### config.mk
export PLATFORM = sky130hd
export DESIGN_NAME = wpm_ctrl
export DESIGN_NICKNAME = d
export VERILOG_FILES = /design/src/verilog/wpm_pkg.sv /design/src/verilog/wpm_tick_div.sv /design/src/verilog/wpm_ctrl.sv
export VERILOG_INCLUDE_DIRS = /design/src /design/src/verilog
export SDC_FILE = /design/constraint.sdc
export NUM_CORES = 1
export LEC_CHECK = 0
export ABC_AREA = 1
export BUFFER_PORTS_ARGS = -buffer_cell sky130_fd_sc_hd__buf_4
export CORE_MARGIN = 5
export CORE_UTILIZATION = 60
export CTS_BUF_LIST = sky130_fd_sc_hd__clkbuf_16
export CTS_CLUSTER_DIAMETER = 50
export CTS_CLUSTER_SIZE = 25
export DETAILED_ROUTE_END_ITERATION = 7
export PLACE_DENSITY_LB_ADDON = 0.12
export SLEW_MARGIN = 15
export SYNTH_ARGS = -nofsm -noshare
export SYNTH_HDL_FRONTEND = slang
export SYNTH_SLANG_ARGS = --single-unit
### constraint.sdc
create_clock -name clk_i -period 2 [get_ports clk_i]
set_clock_uncertainty 0.1 [all_clocks]
set_input_delay 0.1 -clock clk_i [delete_from_list [all_inputs] [get_ports clk_i]]
set_output_delay 0.1 -clock clk_i [all_outputs]
set_load 0.05 [all_outputs]
### src/verilog/wpm_regs.svh
// Register offsets, bit positions, reset values and timing counts of the
// watchdog and power mode controller. Included by the wpm_ctrl module only.
`ifndef WPM_REGS_SVH
`define WPM_REGS_SVH

// ----------------------------------------
// Register addresses (special function space)
// ----------------------------------------
`define WPM_ADDR_PWR_CTRL 8'h87
`define WPM_ADDR_STANDBY_SELECT_CTRL 8'h92
`define WPM_ADDR_WD_CTRL 8'heb
`define WPM_ADDR_WD_RELOAD 8'hff

// ----------------------------------------
// Field positions
// ----------------------------------------
`define WPM_PC_IDLE 0
`define WPM_PC_PDOWN 1
`define WPM_PC_GF0 2
`define WPM_PC_GF1 3
`define WPM_PC_WLE 4
`define WPM_SC_STANDBY_SELECT 0
`define WPM_WC_BUSY 0
`define WPM_WC_EW 1

// ----------------------------------------
// Reset values
// ----------------------------------------
`define WPM_RST_PWR_CTRL 8'h00
`define WPM_RST_STANDBY_SELECT_CTRL 8'h00
`define WPM_RST_WD_CTRL 8'h00
`define WPM_RST_WD_RELOAD 8'h00

// ----------------------------------------
// Timing
// ----------------------------------------
`define WPM_CLK_HZ 100000000
`define WPM_TICK_MS 2
`define WPM_TICK_CYC (`WPM_CLK_HZ / 1000 * `WPM_TICK_MS)
`define WPM_OSC_START_CYC 2048
`define WPM_RST_HOLD_CYC 2
`define WPM_WD_RST_CYC 24
`define WPM_ANA_SETTLE_US 10
`define WPM_ANA_SETTLE_CYC (`WPM_CLK_HZ / 1000000 * `WPM_ANA_SETTLE_US)

`endif

### src/verilog/wpm_pkg.sv
// Types shared by the watchdog and power mode controller.
// Assumes wpm_regs.svh is on the include path.
package wpm_pkg;

	// ----------------------------------------
	// Power sequencing states
	// ----------------------------------------
	typedef enum logic [3:0] {
		WPM_RUN   = 4'b0001,
		WPM_IDLE  = 4'b0010,
		WPM_PDOWN = 4'b0100,
		WPM_WAKE  = 4'b1000
	} wpm_mode_t;

	// ----------------------------------------
	// Register access from the CPU core
	// ----------------------------------------
	typedef struct packed {
		logic wr;
		logic rd;
		logic [7:0] addr;
		logic [7:0] wdata;
	} wpm_sfr_req_t;

	// Clock gating and domain enables toward the rest of the chip
	typedef struct packed {
		logic cpu_clk_en;
		logic periph_clk_en;
		logic osc_run;
		logic analog_en;
		logic analog_ready;
	} wpm_gate_t;

endpackage

### src/verilog/wpm_tick_div.sv
// Prescaler that turns the system clock into the watchdog period tick.
// Assumes clk_i is the always-running system clock.
module wpm_tick_div import wpm_pkg::*; #(
	parameter int unsigned DIV = 200000
) (
	input wire logic clk_i, // System clock
	input wire logic rst_i, // Synchronous reset, active high
	input wire logic run_i, // Count while high, clear while low
	output logic tick_o // One-cycle pulse every DIV cycles
);

	typedef struct packed {
		logic [31:0] cnt;
		logic tick;
	} wpm_div_state_t;

	wpm_div_state_t st, next_st;

	always_comb begin
		next_st = st;
		next_st.tick = 1'b0;
		if (!run_i) begin
			next_st.cnt = '0;
		end else if (st.cnt == DIV - 1) begin
			next_st.cnt = '0;
			next_st.tick = 1'b1;
		end else begin
			next_st.cnt = st.cnt + 32'h1;
		end
	end

	always_ff @(posedge clk_i) begin
		if (rst_i) begin
			st <= '0;
		end else begin
			st <= next_st;
		end
	end

	assign tick_o = st.tick;

endmodule

### src/verilog/wpm_ctrl.sv
// Watchdog timer and reduced power mode controller of the microcontroller.
// Assumes the CPU core issues one register access per cycle on the sfr port,
// and that the core owns the interrupt enables and level-sense choice.

// Macros are needed by the parameter defaults, so the header comes first
`include "wpm_regs.svh"

module wpm_ctrl import wpm_pkg::*; #(
	parameter int unsigned TICK_CYC = `WPM_TICK_CYC, // Cycles per watchdog tick
	parameter int unsigned OSC_START_CYC = `WPM_OSC_START_CYC // Wake delay
) (
	input wire logic clk_i, // System clock, 100 MHz
	input wire logic rst_i, // Synchronous reset, active high
	input wire logic ext_reset_i, // External reset pin level, active high
	input wire wpm_sfr_req_t sfr_i, // Register access from the CPU core
	output logic [7:0] sfr_rdata_o, // Read data, registered, valid in the cycle after rd
	output logic sfr_hit_o, // Address belongs to this block
	input wire logic irq_pending_i, // Any enabled interrupt asserted
	input wire logic wake_irq_i, // Enabled level-sensitive external interrupt
	output wpm_gate_t gate_o, // Clock and domain enables
	output logic chip_reset_o, // Device-wide reset request
	output logic [7:0] wd_count_o // Watchdog counter value
);

	localparam int unsigned WD_RST_CYC = `WPM_WD_RST_CYC;
	localparam int unsigned ANA_CYC = `WPM_ANA_SETTLE_CYC;

	typedef struct packed {
		wpm_mode_t mode;
		logic [7:0] wd_cnt;
		logic [7:0] wd_reload;
		logic load_en;
		logic gf1;
		logic gf0;
		logic wd_en;
		logic busy_flag;
		logic standby_select;
		logic [1:0] rst_hold;
		logic [11:0] wake_cnt;
		logic [4:0] wd_rst_cnt;
		logic [10:0] ana_cnt;
		logic [7:0] rdata;
	} wpm_state_t;

	wpm_state_t st, next_st;
	logic tick;
	logic wr_pc, wr_sc, wr_wc, wr_wd;
	logic held_reset;
	logic [7:0] pc_view;

	// ----------------------------------------
	// Watchdog tick prescaler
	// ----------------------------------------
	// Divider is held clear while the watchdog is off so intervals start whole
	wpm_tick_div #(
		.DIV(TICK_CYC)
	) u_tick (
		.clk_i(clk_i),
		.rst_i(rst_i),
		.run_i(st.wd_en && st.mode != WPM_PDOWN),
		.tick_o(tick)
	);

	function automatic logic is_addr(input wpm_sfr_req_t r, input logic [7:0] a);
		return r.addr == a;
	endfunction

	assign wr_pc = sfr_i.wr && is_addr(sfr_i, `WPM_ADDR_PWR_CTRL);
	assign wr_sc = sfr_i.wr && is_addr(sfr_i, `WPM_ADDR_STANDBY_SELECT_CTRL);
	assign wr_wc = sfr_i.wr && is_addr(sfr_i, `WPM_ADDR_WD_CTRL);
	assign wr_wd = sfr_i.wr && is_addr(sfr_i, `WPM_ADDR_WD_RELOAD);

	// Reset pin must be seen for two consecutive cycles before it acts
	assign held_reset = ext_reset_i && st.rst_hold == 2'(`WPM_RST_HOLD_CYC - 1);

	always_comb begin
		pc_view = 8'h00;
		pc_view[`WPM_PC_WLE] = st.load_en;
		pc_view[`WPM_PC_GF1] = st.gf1;
		pc_view[`WPM_PC_GF0] = st.gf0;
		pc_view[`WPM_PC_PDOWN] = st.mode == WPM_PDOWN || st.mode == WPM_WAKE;
		pc_view[`WPM_PC_IDLE] = st.mode == WPM_IDLE;
	end

	// ----------------------------------------
	// Next state
	// ----------------------------------------
	always_comb begin
		next_st = st;
		next_st.rdata = 8'h00;

		// Pin filter counts only while the pin stays high
		if (ext_reset_i && st.rst_hold != 2'(`WPM_RST_HOLD_CYC - 1)) begin
			next_st.rst_hold = st.rst_hold + 2'h1;
		end else if (!ext_reset_i) begin
			next_st.rst_hold = 2'h0;
		end

		// Register reads; reserved bits read as zero
		if (sfr_i.rd) begin
			unique case (sfr_i.addr)
				`WPM_ADDR_PWR_CTRL: next_st.rdata = pc_view;
				`WPM_ADDR_STANDBY_SELECT_CTRL: next_st.rdata = {7'h00, st.standby_select};
				`WPM_ADDR_WD_CTRL: next_st.rdata = {6'h00, st.wd_en, st.busy_flag};
				`WPM_ADDR_WD_RELOAD: next_st.rdata = st.wd_reload;
				default: next_st.rdata = 8'h00;
			endcase
		end

		// Watchdog counting keeps going in run and idle
		if (st.wd_en && tick) begin
			next_st.wd_cnt = st.wd_cnt + 8'h01;
			if (st.wd_cnt == 8'hff) begin
				next_st.wd_rst_cnt = 5'(WD_RST_CYC);
			end
		end

		// Standby control and analog settle timer
		if (wr_sc) begin
			next_st.standby_select = sfr_i.wdata[`WPM_SC_STANDBY_SELECT];
			if (st.standby_select && !sfr_i.wdata[`WPM_SC_STANDBY_SELECT]) begin
				next_st.ana_cnt = 11'(ANA_CYC);
			end
		end else if (st.ana_cnt != 11'h0) begin
			next_st.ana_cnt = st.ana_cnt - 11'h1;
		end

		if (wr_wc) begin
			next_st.wd_en = sfr_i.wdata[`WPM_WC_EW];
			next_st.busy_flag = sfr_i.wdata[`WPM_WC_BUSY];
		end

		// Reload: write loads only with load-enable already set
		if (wr_wd) begin
			next_st.wd_reload = sfr_i.wdata;
			if (st.load_en) begin
				next_st.wd_cnt = sfr_i.wdata;
				next_st.load_en = 1'b0;
			end
		end

		// Power control writes and sequencing
		unique case (st.mode)
			WPM_RUN: begin
				if (wr_pc) begin
					next_st.gf1 = sfr_i.wdata[`WPM_PC_GF1];
					next_st.gf0 = sfr_i.wdata[`WPM_PC_GF0];
					if (!(wr_wd && st.load_en)) begin
						next_st.load_en = sfr_i.wdata[`WPM_PC_WLE];
					end
					if (sfr_i.wdata[`WPM_PC_PDOWN] && !st.wd_en) begin
						next_st.mode = WPM_PDOWN;
					end else if (sfr_i.wdata[`WPM_PC_IDLE]) begin
						next_st.mode = WPM_IDLE;
					end
				end
			end
			WPM_IDLE: begin
				if (irq_pending_i) begin
					next_st.mode = WPM_RUN;
				end
			end
			WPM_PDOWN: begin
				if (wake_irq_i) begin
					next_st.mode = WPM_WAKE;
					next_st.wake_cnt = 12'(OSC_START_CYC);
				end
			end
			WPM_WAKE: begin
				if (st.wake_cnt == 12'h1) begin
					next_st.mode = WPM_RUN;
				end
				next_st.wake_cnt = st.wake_cnt - 12'h1;
			end
		endcase

		if (st.wd_rst_cnt != 5'h0) begin
			next_st.wd_rst_cnt = st.wd_rst_cnt - 5'h1;
		end

		// Held reset pin reinitialises registers; RAM lies outside this block
		if (held_reset) begin
			next_st = '0;
			next_st.mode = WPM_RUN;
			next_st.rst_hold = st.rst_hold;
			if (st.mode == WPM_PDOWN || st.mode == WPM_WAKE) begin
				next_st.mode = WPM_WAKE;
				next_st.wake_cnt = 12'(OSC_START_CYC);
			end
		end
	end

	// ----------------------------------------
	// State register
	// ----------------------------------------
	always_ff @(posedge clk_i) begin
		if (rst_i || (st.wd_rst_cnt == 5'h1)) begin
			st <= '0;
			st.mode <= WPM_RUN;
			st.wd_reload <= `WPM_RST_WD_RELOAD;
		end else begin
			st <= next_st;
		end
	end

	// ----------------------------------------
	// Outputs
	// ----------------------------------------
	// Register contents are simply held in power-down; in idle the watchdog counter keeps counting
	always_comb begin
		gate_o.cpu_clk_en = st.mode == WPM_RUN;
		gate_o.periph_clk_en = st.mode == WPM_RUN || st.mode == WPM_IDLE;
		gate_o.osc_run = st.mode != WPM_PDOWN;
		gate_o.analog_en = !st.standby_select;
		gate_o.analog_ready = !st.standby_select && st.ana_cnt == 11'h0;
	end

	assign chip_reset_o = st.wd_rst_cnt != 5'h0 || held_reset;
	assign sfr_rdata_o = st.rdata;
	assign sfr_hit_o = sfr_i.addr == `WPM_ADDR_PWR_CTRL || sfr_i.addr == `WPM_ADDR_STANDBY_SELECT_CTRL
		|| sfr_i.addr == `WPM_ADDR_WD_CTRL || sfr_i.addr == `WPM_ADDR_WD_RELOAD;
	assign wd_count_o = st.wd_cnt;

endmodule

=== Word level (Yosys, flattened, before mapping) ===
Cells that the tools add are included.

* Output and inout port bits: 23
* Input port bits: 23
* Logic and storage cells: 117
* Register bits: 97

* Reduce and logical (&&, ||, !) cells: 39
* Bitwise operators: 3
* Add/sub/neg operators: 6
* Eq/ne operators: 22
* Mux-type cells: 31

{| class="wikitable"
|+ Operators with widths
! operator !! number
|-
| 64-bit 2-to-1 mux || 1
|-
| 8-bit equality test (second input constant) || 5
|-
| 11-bit 2-to-1 mux || 3
|-
| 32-bit by 1-bit adder with 32-bit output (second input constant) || 1
|-
| 32-bit by 18-bit equality test with 1-bit output (second input constant) || 1
|-
| 8-bit case mux with 4 select lines || 1
|-
| 4-bit 2-to-1 mux || 7
|-
| 12-bit 2-to-1 mux || 2
|-
| 8-bit 2-to-1 mux || 3
|-
| 12-bit case mux with 2 select lines || 1
|-
| 17-bit 2-to-1 mux || 1
|-
| 4-bit case mux with 4 select lines || 1
|-
| 5-bit 2-to-1 mux || 3
|-
| 12-bit by 1-bit equality test with 1-bit output (second input constant) || 1
|-
| 1-bit logical AND || 12
|-
| 12-bit by 1-bit subtractor with 12-bit output (second input constant) || 1
|-
| 11-bit logical NOT || 1
|-
| 11-bit nonzero test || 1
|-
| 11-bit by 1-bit subtractor with 11-bit output (second input constant) || 1
|-
| 2-bit AND reduction || 5
|-
| 8-bit by 1-bit adder with 8-bit output (second input constant) || 1
|-
| 1-bit logical OR || 7
|-
| 2-bit 2-to-1 mux || 3
|-
| 3-bit 2-to-1 mux || 2
|-
| 23 further kinds || 36
|}

=== Logic depth before layout (Yosys ltp) ===
* Depth after elaboration: 8
* Mapped depth: 11
* Mapped depth without buffers: 11

=== Cells and area by module ===
Synthesis repeated with hierarchy kept, for this count alone.

* Cell total of the unflattened synthesis: 884
* Area total of the unflattened synthesis: 5753.0 sq um

{| class="wikitable"
|+ By module, submodules not included
! module !! times used !! sequential area each (sq um) !! area each (sq um) !! cells an instance
|-
| wpm_ctrl || 1 || 1281.2 || 3812.4 || 570
|-
| wpm_tick_div || 1 || 660.6 || 1940.6 || 314
|}

=== Worst setup path after synthesis ===
Ideal clock, no wire load.

* Path kind: register to register
* Start: reg st[61] (netlist name)
* End: reg st[63] (netlist name)
* Period minus slack after synthesis: 2.022 ns
* Library setup time: 0.116 ns
* Cell stages (with the launch flop): 9
* Data required time: 1.784 ns
* Buffers on the path: 0
* Data arrival time: 1.806 ns
* Path slack: -0.022 ns
* Cells stage by stage: dfxtp_1 -> inv_1 -> nand2_1 -> nor2_1 -> o21ai_0 -> nand2_1 -> a21oi_1 -> o21ai_0 -> inv_1

{| class="wikitable"
|+ RTL lines
! element !! RTL line !! text
|-
| start: declaration || wpm_ctrl.sv:45 || <nowiki>wpm_state_t st, next_st;</nowiki>
|-
| start signal: assignment || wpm_ctrl.sv:202 || <nowiki>st <= next_st;</nowiki>
|}

==> results.py <==
metrics = {
    "outcome": {
        "status": "completed",
    },
    "synthesis": {
        "synthCells": 838,
        "seq_area_frac_synth_pct": 35.02,
        "async_flop_share_pct": 0,
        "synth_edf_count": 0,
        "ys.flop_type": "dfxtp_1",
        "post-synth-top-area-fraction_pct": 35.02,
        "syn_nets": 870,
        "yosys.area.top_type": "dfxtp_1",
        "synthTopCellsByCount": "nand2_1 (172), inv_1 (125), nor2_1 (123)",
        "yosysMostFrequentCell": "nand2_1",
        "synthesis.area_mm2": 0.005545,
        "synthTopCellsByArea": "dfxtp_1 (35%), nand2_1 (12%), inv_1 (8.5%)",
        "yosys_register_bits": 97,
        "yosysWarnings": 0,
        "synth.distinct_cells": 40,
        "synth.avg_cell_area_um2": 6.617,
    },
    "final_layout": {
        "area_growth_pct": 13.76,
        "antenna_cells": 0,
        "drive_above_1_share_pct": 12.39,
        "final_nets": 915,
        "final_util_pct": 69.26,
        "finalInstanceArea_mm2": 0.006309,
    },
    "placement": {
        "place_congestion": 0.9653,
        "dpl-instance-area_mm2": 0.005897,
        "place_hpwl_mm": 9.720,
        "post-place-ws_ps": 113.1,
        "port_buffers": 45,
    },
    "power": {
        "p_int_mw": 3.839,
        "seq_power_share_pct": 35.7,
        "p_per_area_mw_per_mm2": 1018,
        "irDropWorstVdd_uv": 606.4,
        "leakage_nw": 2.635,
        "finalPower_mw": 6.423,
        "sw_frac_of_total_pct": 40.23,
        "power_frac_comb_pct": 37.6,
        "power.switching_mw": 2.584,
        "clockPowerShare_pct": 26.7,
    },
    "clock_tree": {
        "cts_sinks": 97,
        "cts_setup_buffers": 0,
        "cts_tree": "yes",
        "htree_levels": 3,
        "path_clk_slew_ps": 80,
        "cts_buffer_depth": 2,
        "root_buffer": "clkbuf_16",
        "cts_buffers": 9,
        "clkLatencyLatePin_ps": 350,
    },
    "critical_path": {
        "arrival_ps": 1610,
        "required_ps": 1800,
        "path_max_fanout": 4,
        "cp_num_buf_inv": 2,
        "crit_family": "simple AND/OR/NAND/NOR gates",
        "crit_path_end_kind": "output pin",
        "worstSetupStartpointType": "flip-flop",
        "critical_path_class": "reg2out",
        "cp_slowest_cell": "dfxtp_1",
        "cp_common_cell": "nor2_1",
        "max_stage_delay_ps": 330,
        "path_cells": "inv_1 > nand2_1 > nor2_1 > nand4_1 > nor2_1 > buf_4",
    },
    "die": {
        "die_area_mm2": 0.01126,
        "num_rows": 35,
        "core_mm2": 0.009109,
        "chipHeight_um": 106.1,
        "initial_core_util_pct": 60.88,
        "ios": 46,
        "die_x_um": 106.1,
    },
    "sta": {
        "setup-violations-final": 0,
        "tightest_slew_ps": 737.9,
        "rsz0062_at_grt": "no",
        "slew_violations": 0,
        "slew_headroom_pct": 50.76,
        "period_minus_slack_ps": 1813,
        "fin_crit_sh_pct": 90.64,
        "tns_ps": 0,
        "fmax_mhz": 551.6,
        "finalHoldViolCount": 0,
        "setup_ws_ps": 187.2,
    },
    "min_path": {
        "hp-class": "in2reg",
    },
    "route": {
        "dr.first_iter.drc_count": 277,
        "postRouteAntennaNets": 0,
        "totalWireLength_mm": 12.94,
        "vias": 5304,
        "via_per_inst": 5.309,
        "wl_per_cell_um": 12.95,
        "dr.pass1.iters": 4,
        "drc": 0,
    },
    "global_routing": {
        "grt_pass1_wl_mm": 22.02,
        "grt_antenna_before_repair": 0,
        "grt.total_usage_pct": 23.25,
        "overflow": 0,
        "grt_max_degree": 33,
        "first_global_vias": 4959,
    },
    "flow_run": {
        "cap_viol_max_count": 0,
    },
}
==> final timing paths <==
| path | slack, ps | cells past startpoint | from | end |
|---|---|---|---|---|
| worst max-delay path | 190 | 6 | st[13] | gate_o[0] |
| worst min-delay path | 20 | 3 | sfr_i[17] | pc_view[3] |
| worst max register to register | 190 | 7 | st[37] | pc_view[4] |
| worst min register to register | 350 | 2 | pc_view[2] | pc_view[2] |
==> layer usage <==
layer,global-route usage [%],part of all wire [%]
met3,3.886,4.2
met4,7.031,1.7
met5,0,0
met2,41.00,48
met1,29.00,46
==> stage by stage <==
step | std cells | hold slack, ps
3_5_place_dp | 972 | 289.7
4_1_cts | 999 | 15.54
3_3_place_gp | 972 | 281.6
2_1_floorplan | 838 | 142.1
5_1_grt | 999 | 26.20
6_report | 999 | 19.95
==> sequential cells by signal, indices dropped and copies added (netlist names) <==
| name | count |
|---|---|
| pc_view | 3 |
| u_tick.tick_o | 1 |
| u_tick.st | 32 |
| st | 45 |
| sfr_rdata_o | 8 |
| wd_count_o | 8 |
==> logic make-up (layout without fill, tap and decap cells) <==
group | after synthesis | after routing | share of synthesized area, %
adders and majority gates | 9 | 9 | 2.031
DFF | 97 | 97 | 35.02
buffers and inverters | 164 | 214 | 12.64
and+or+nand+nor | 448 | 448 | 37.12
AOI/OAI and AO/OA | 91 | 91 | 8.619
xor gates and xnor gates | 29 | 29 | 4.580
==> cells in the final DEF, fill, tap and decap left out, types with 2 or more instances in the layout <==
| master | netlist | final |
|---|---|---|
| a211oi_1 | 2 | 2 |
| o21ai_0 | 29 | 29 |
| nor2_2 | 8 | 10 |
| inv_1 | 125 | 125 |
| nand2_2 | 3 | 3 |
| inv_2 | 9 | 9 |
| nand2_1 | 172 | 172 |
| inv_6 | 0 | 4 |
| nor2_1 | 123 | 121 |
| o21ai_1 | 6 | 6 |
| dlygate4sd3_1 | 0 | 11 |
| dfxtp_1 | 97 | 97 |
| nand4_1 | 23 | 23 |
| nand2_4 | 2 | 2 |
| nand3_2 | 5 | 5 |
| a21oi_1 | 46 | 46 |
| nand3b_1 | 11 | 11 |
| o31ai_1 | 2 | 2 |
| or2_0 | 2 | 2 |
| or2_2 | 4 | 4 |
| xnor2_1 | 7 | 7 |
| clkbuf_16 | 0 | 9 |
| nor3_4 | 2 | 2 |
| a31oi_1 | 2 | 2 |
| ha_1 | 9 | 9 |
| nand3_1 | 56 | 56 |
| xor2_1 | 22 | 22 |
| nor3_1 | 30 | 30 |
| inv_8 | 0 | 2 |
| buf_4 | 21 | 51 |
==> layout make-up <==
| class | count | area [um^2] |
|---|---|---|
| inverters | 135 | 508.0 |
| clock buffers | 9 | 225.2 |
| well taps | 111 | 138.9 |
| flip-flops and latches | 97 | 1942 |
| fillers | 805 | 2800 |
| repair buffers | 63 | 513.0 |
| multi-input cells | 577 | 2915 |
| clock inverters | 7 | 66.31 |
==> power by group through the flow <==
stage	registers, mW	logic [mW]	clock network (mW)
final	2.29	2.42	1.72
after global routing	2.32	2.75	1.83
after CTS	2.28	2.40	1.75
after detailed placement	2.33	2.37	0
after global placement	2.32	2.29	0
after floorplan	2.29	1.86	0
==> what timing repair did <==
item                                    CTS  global route
endpoints found under the setup margin    0             4
hold endpoints to repair                 29             0
hold buffers                             11             0
resized for setup                         0             2
==> worst register-to-register path, stage by stage, from the launching register on <==
cell     delay (ps)
dfxtp_1         310
inv_1            50
ha_1            150
nand2_1         100
inv_1           190
nor2_1           90
inv_1           550
nor3_1          140
No activity file was read; power rests on OpenSTA's default activity.
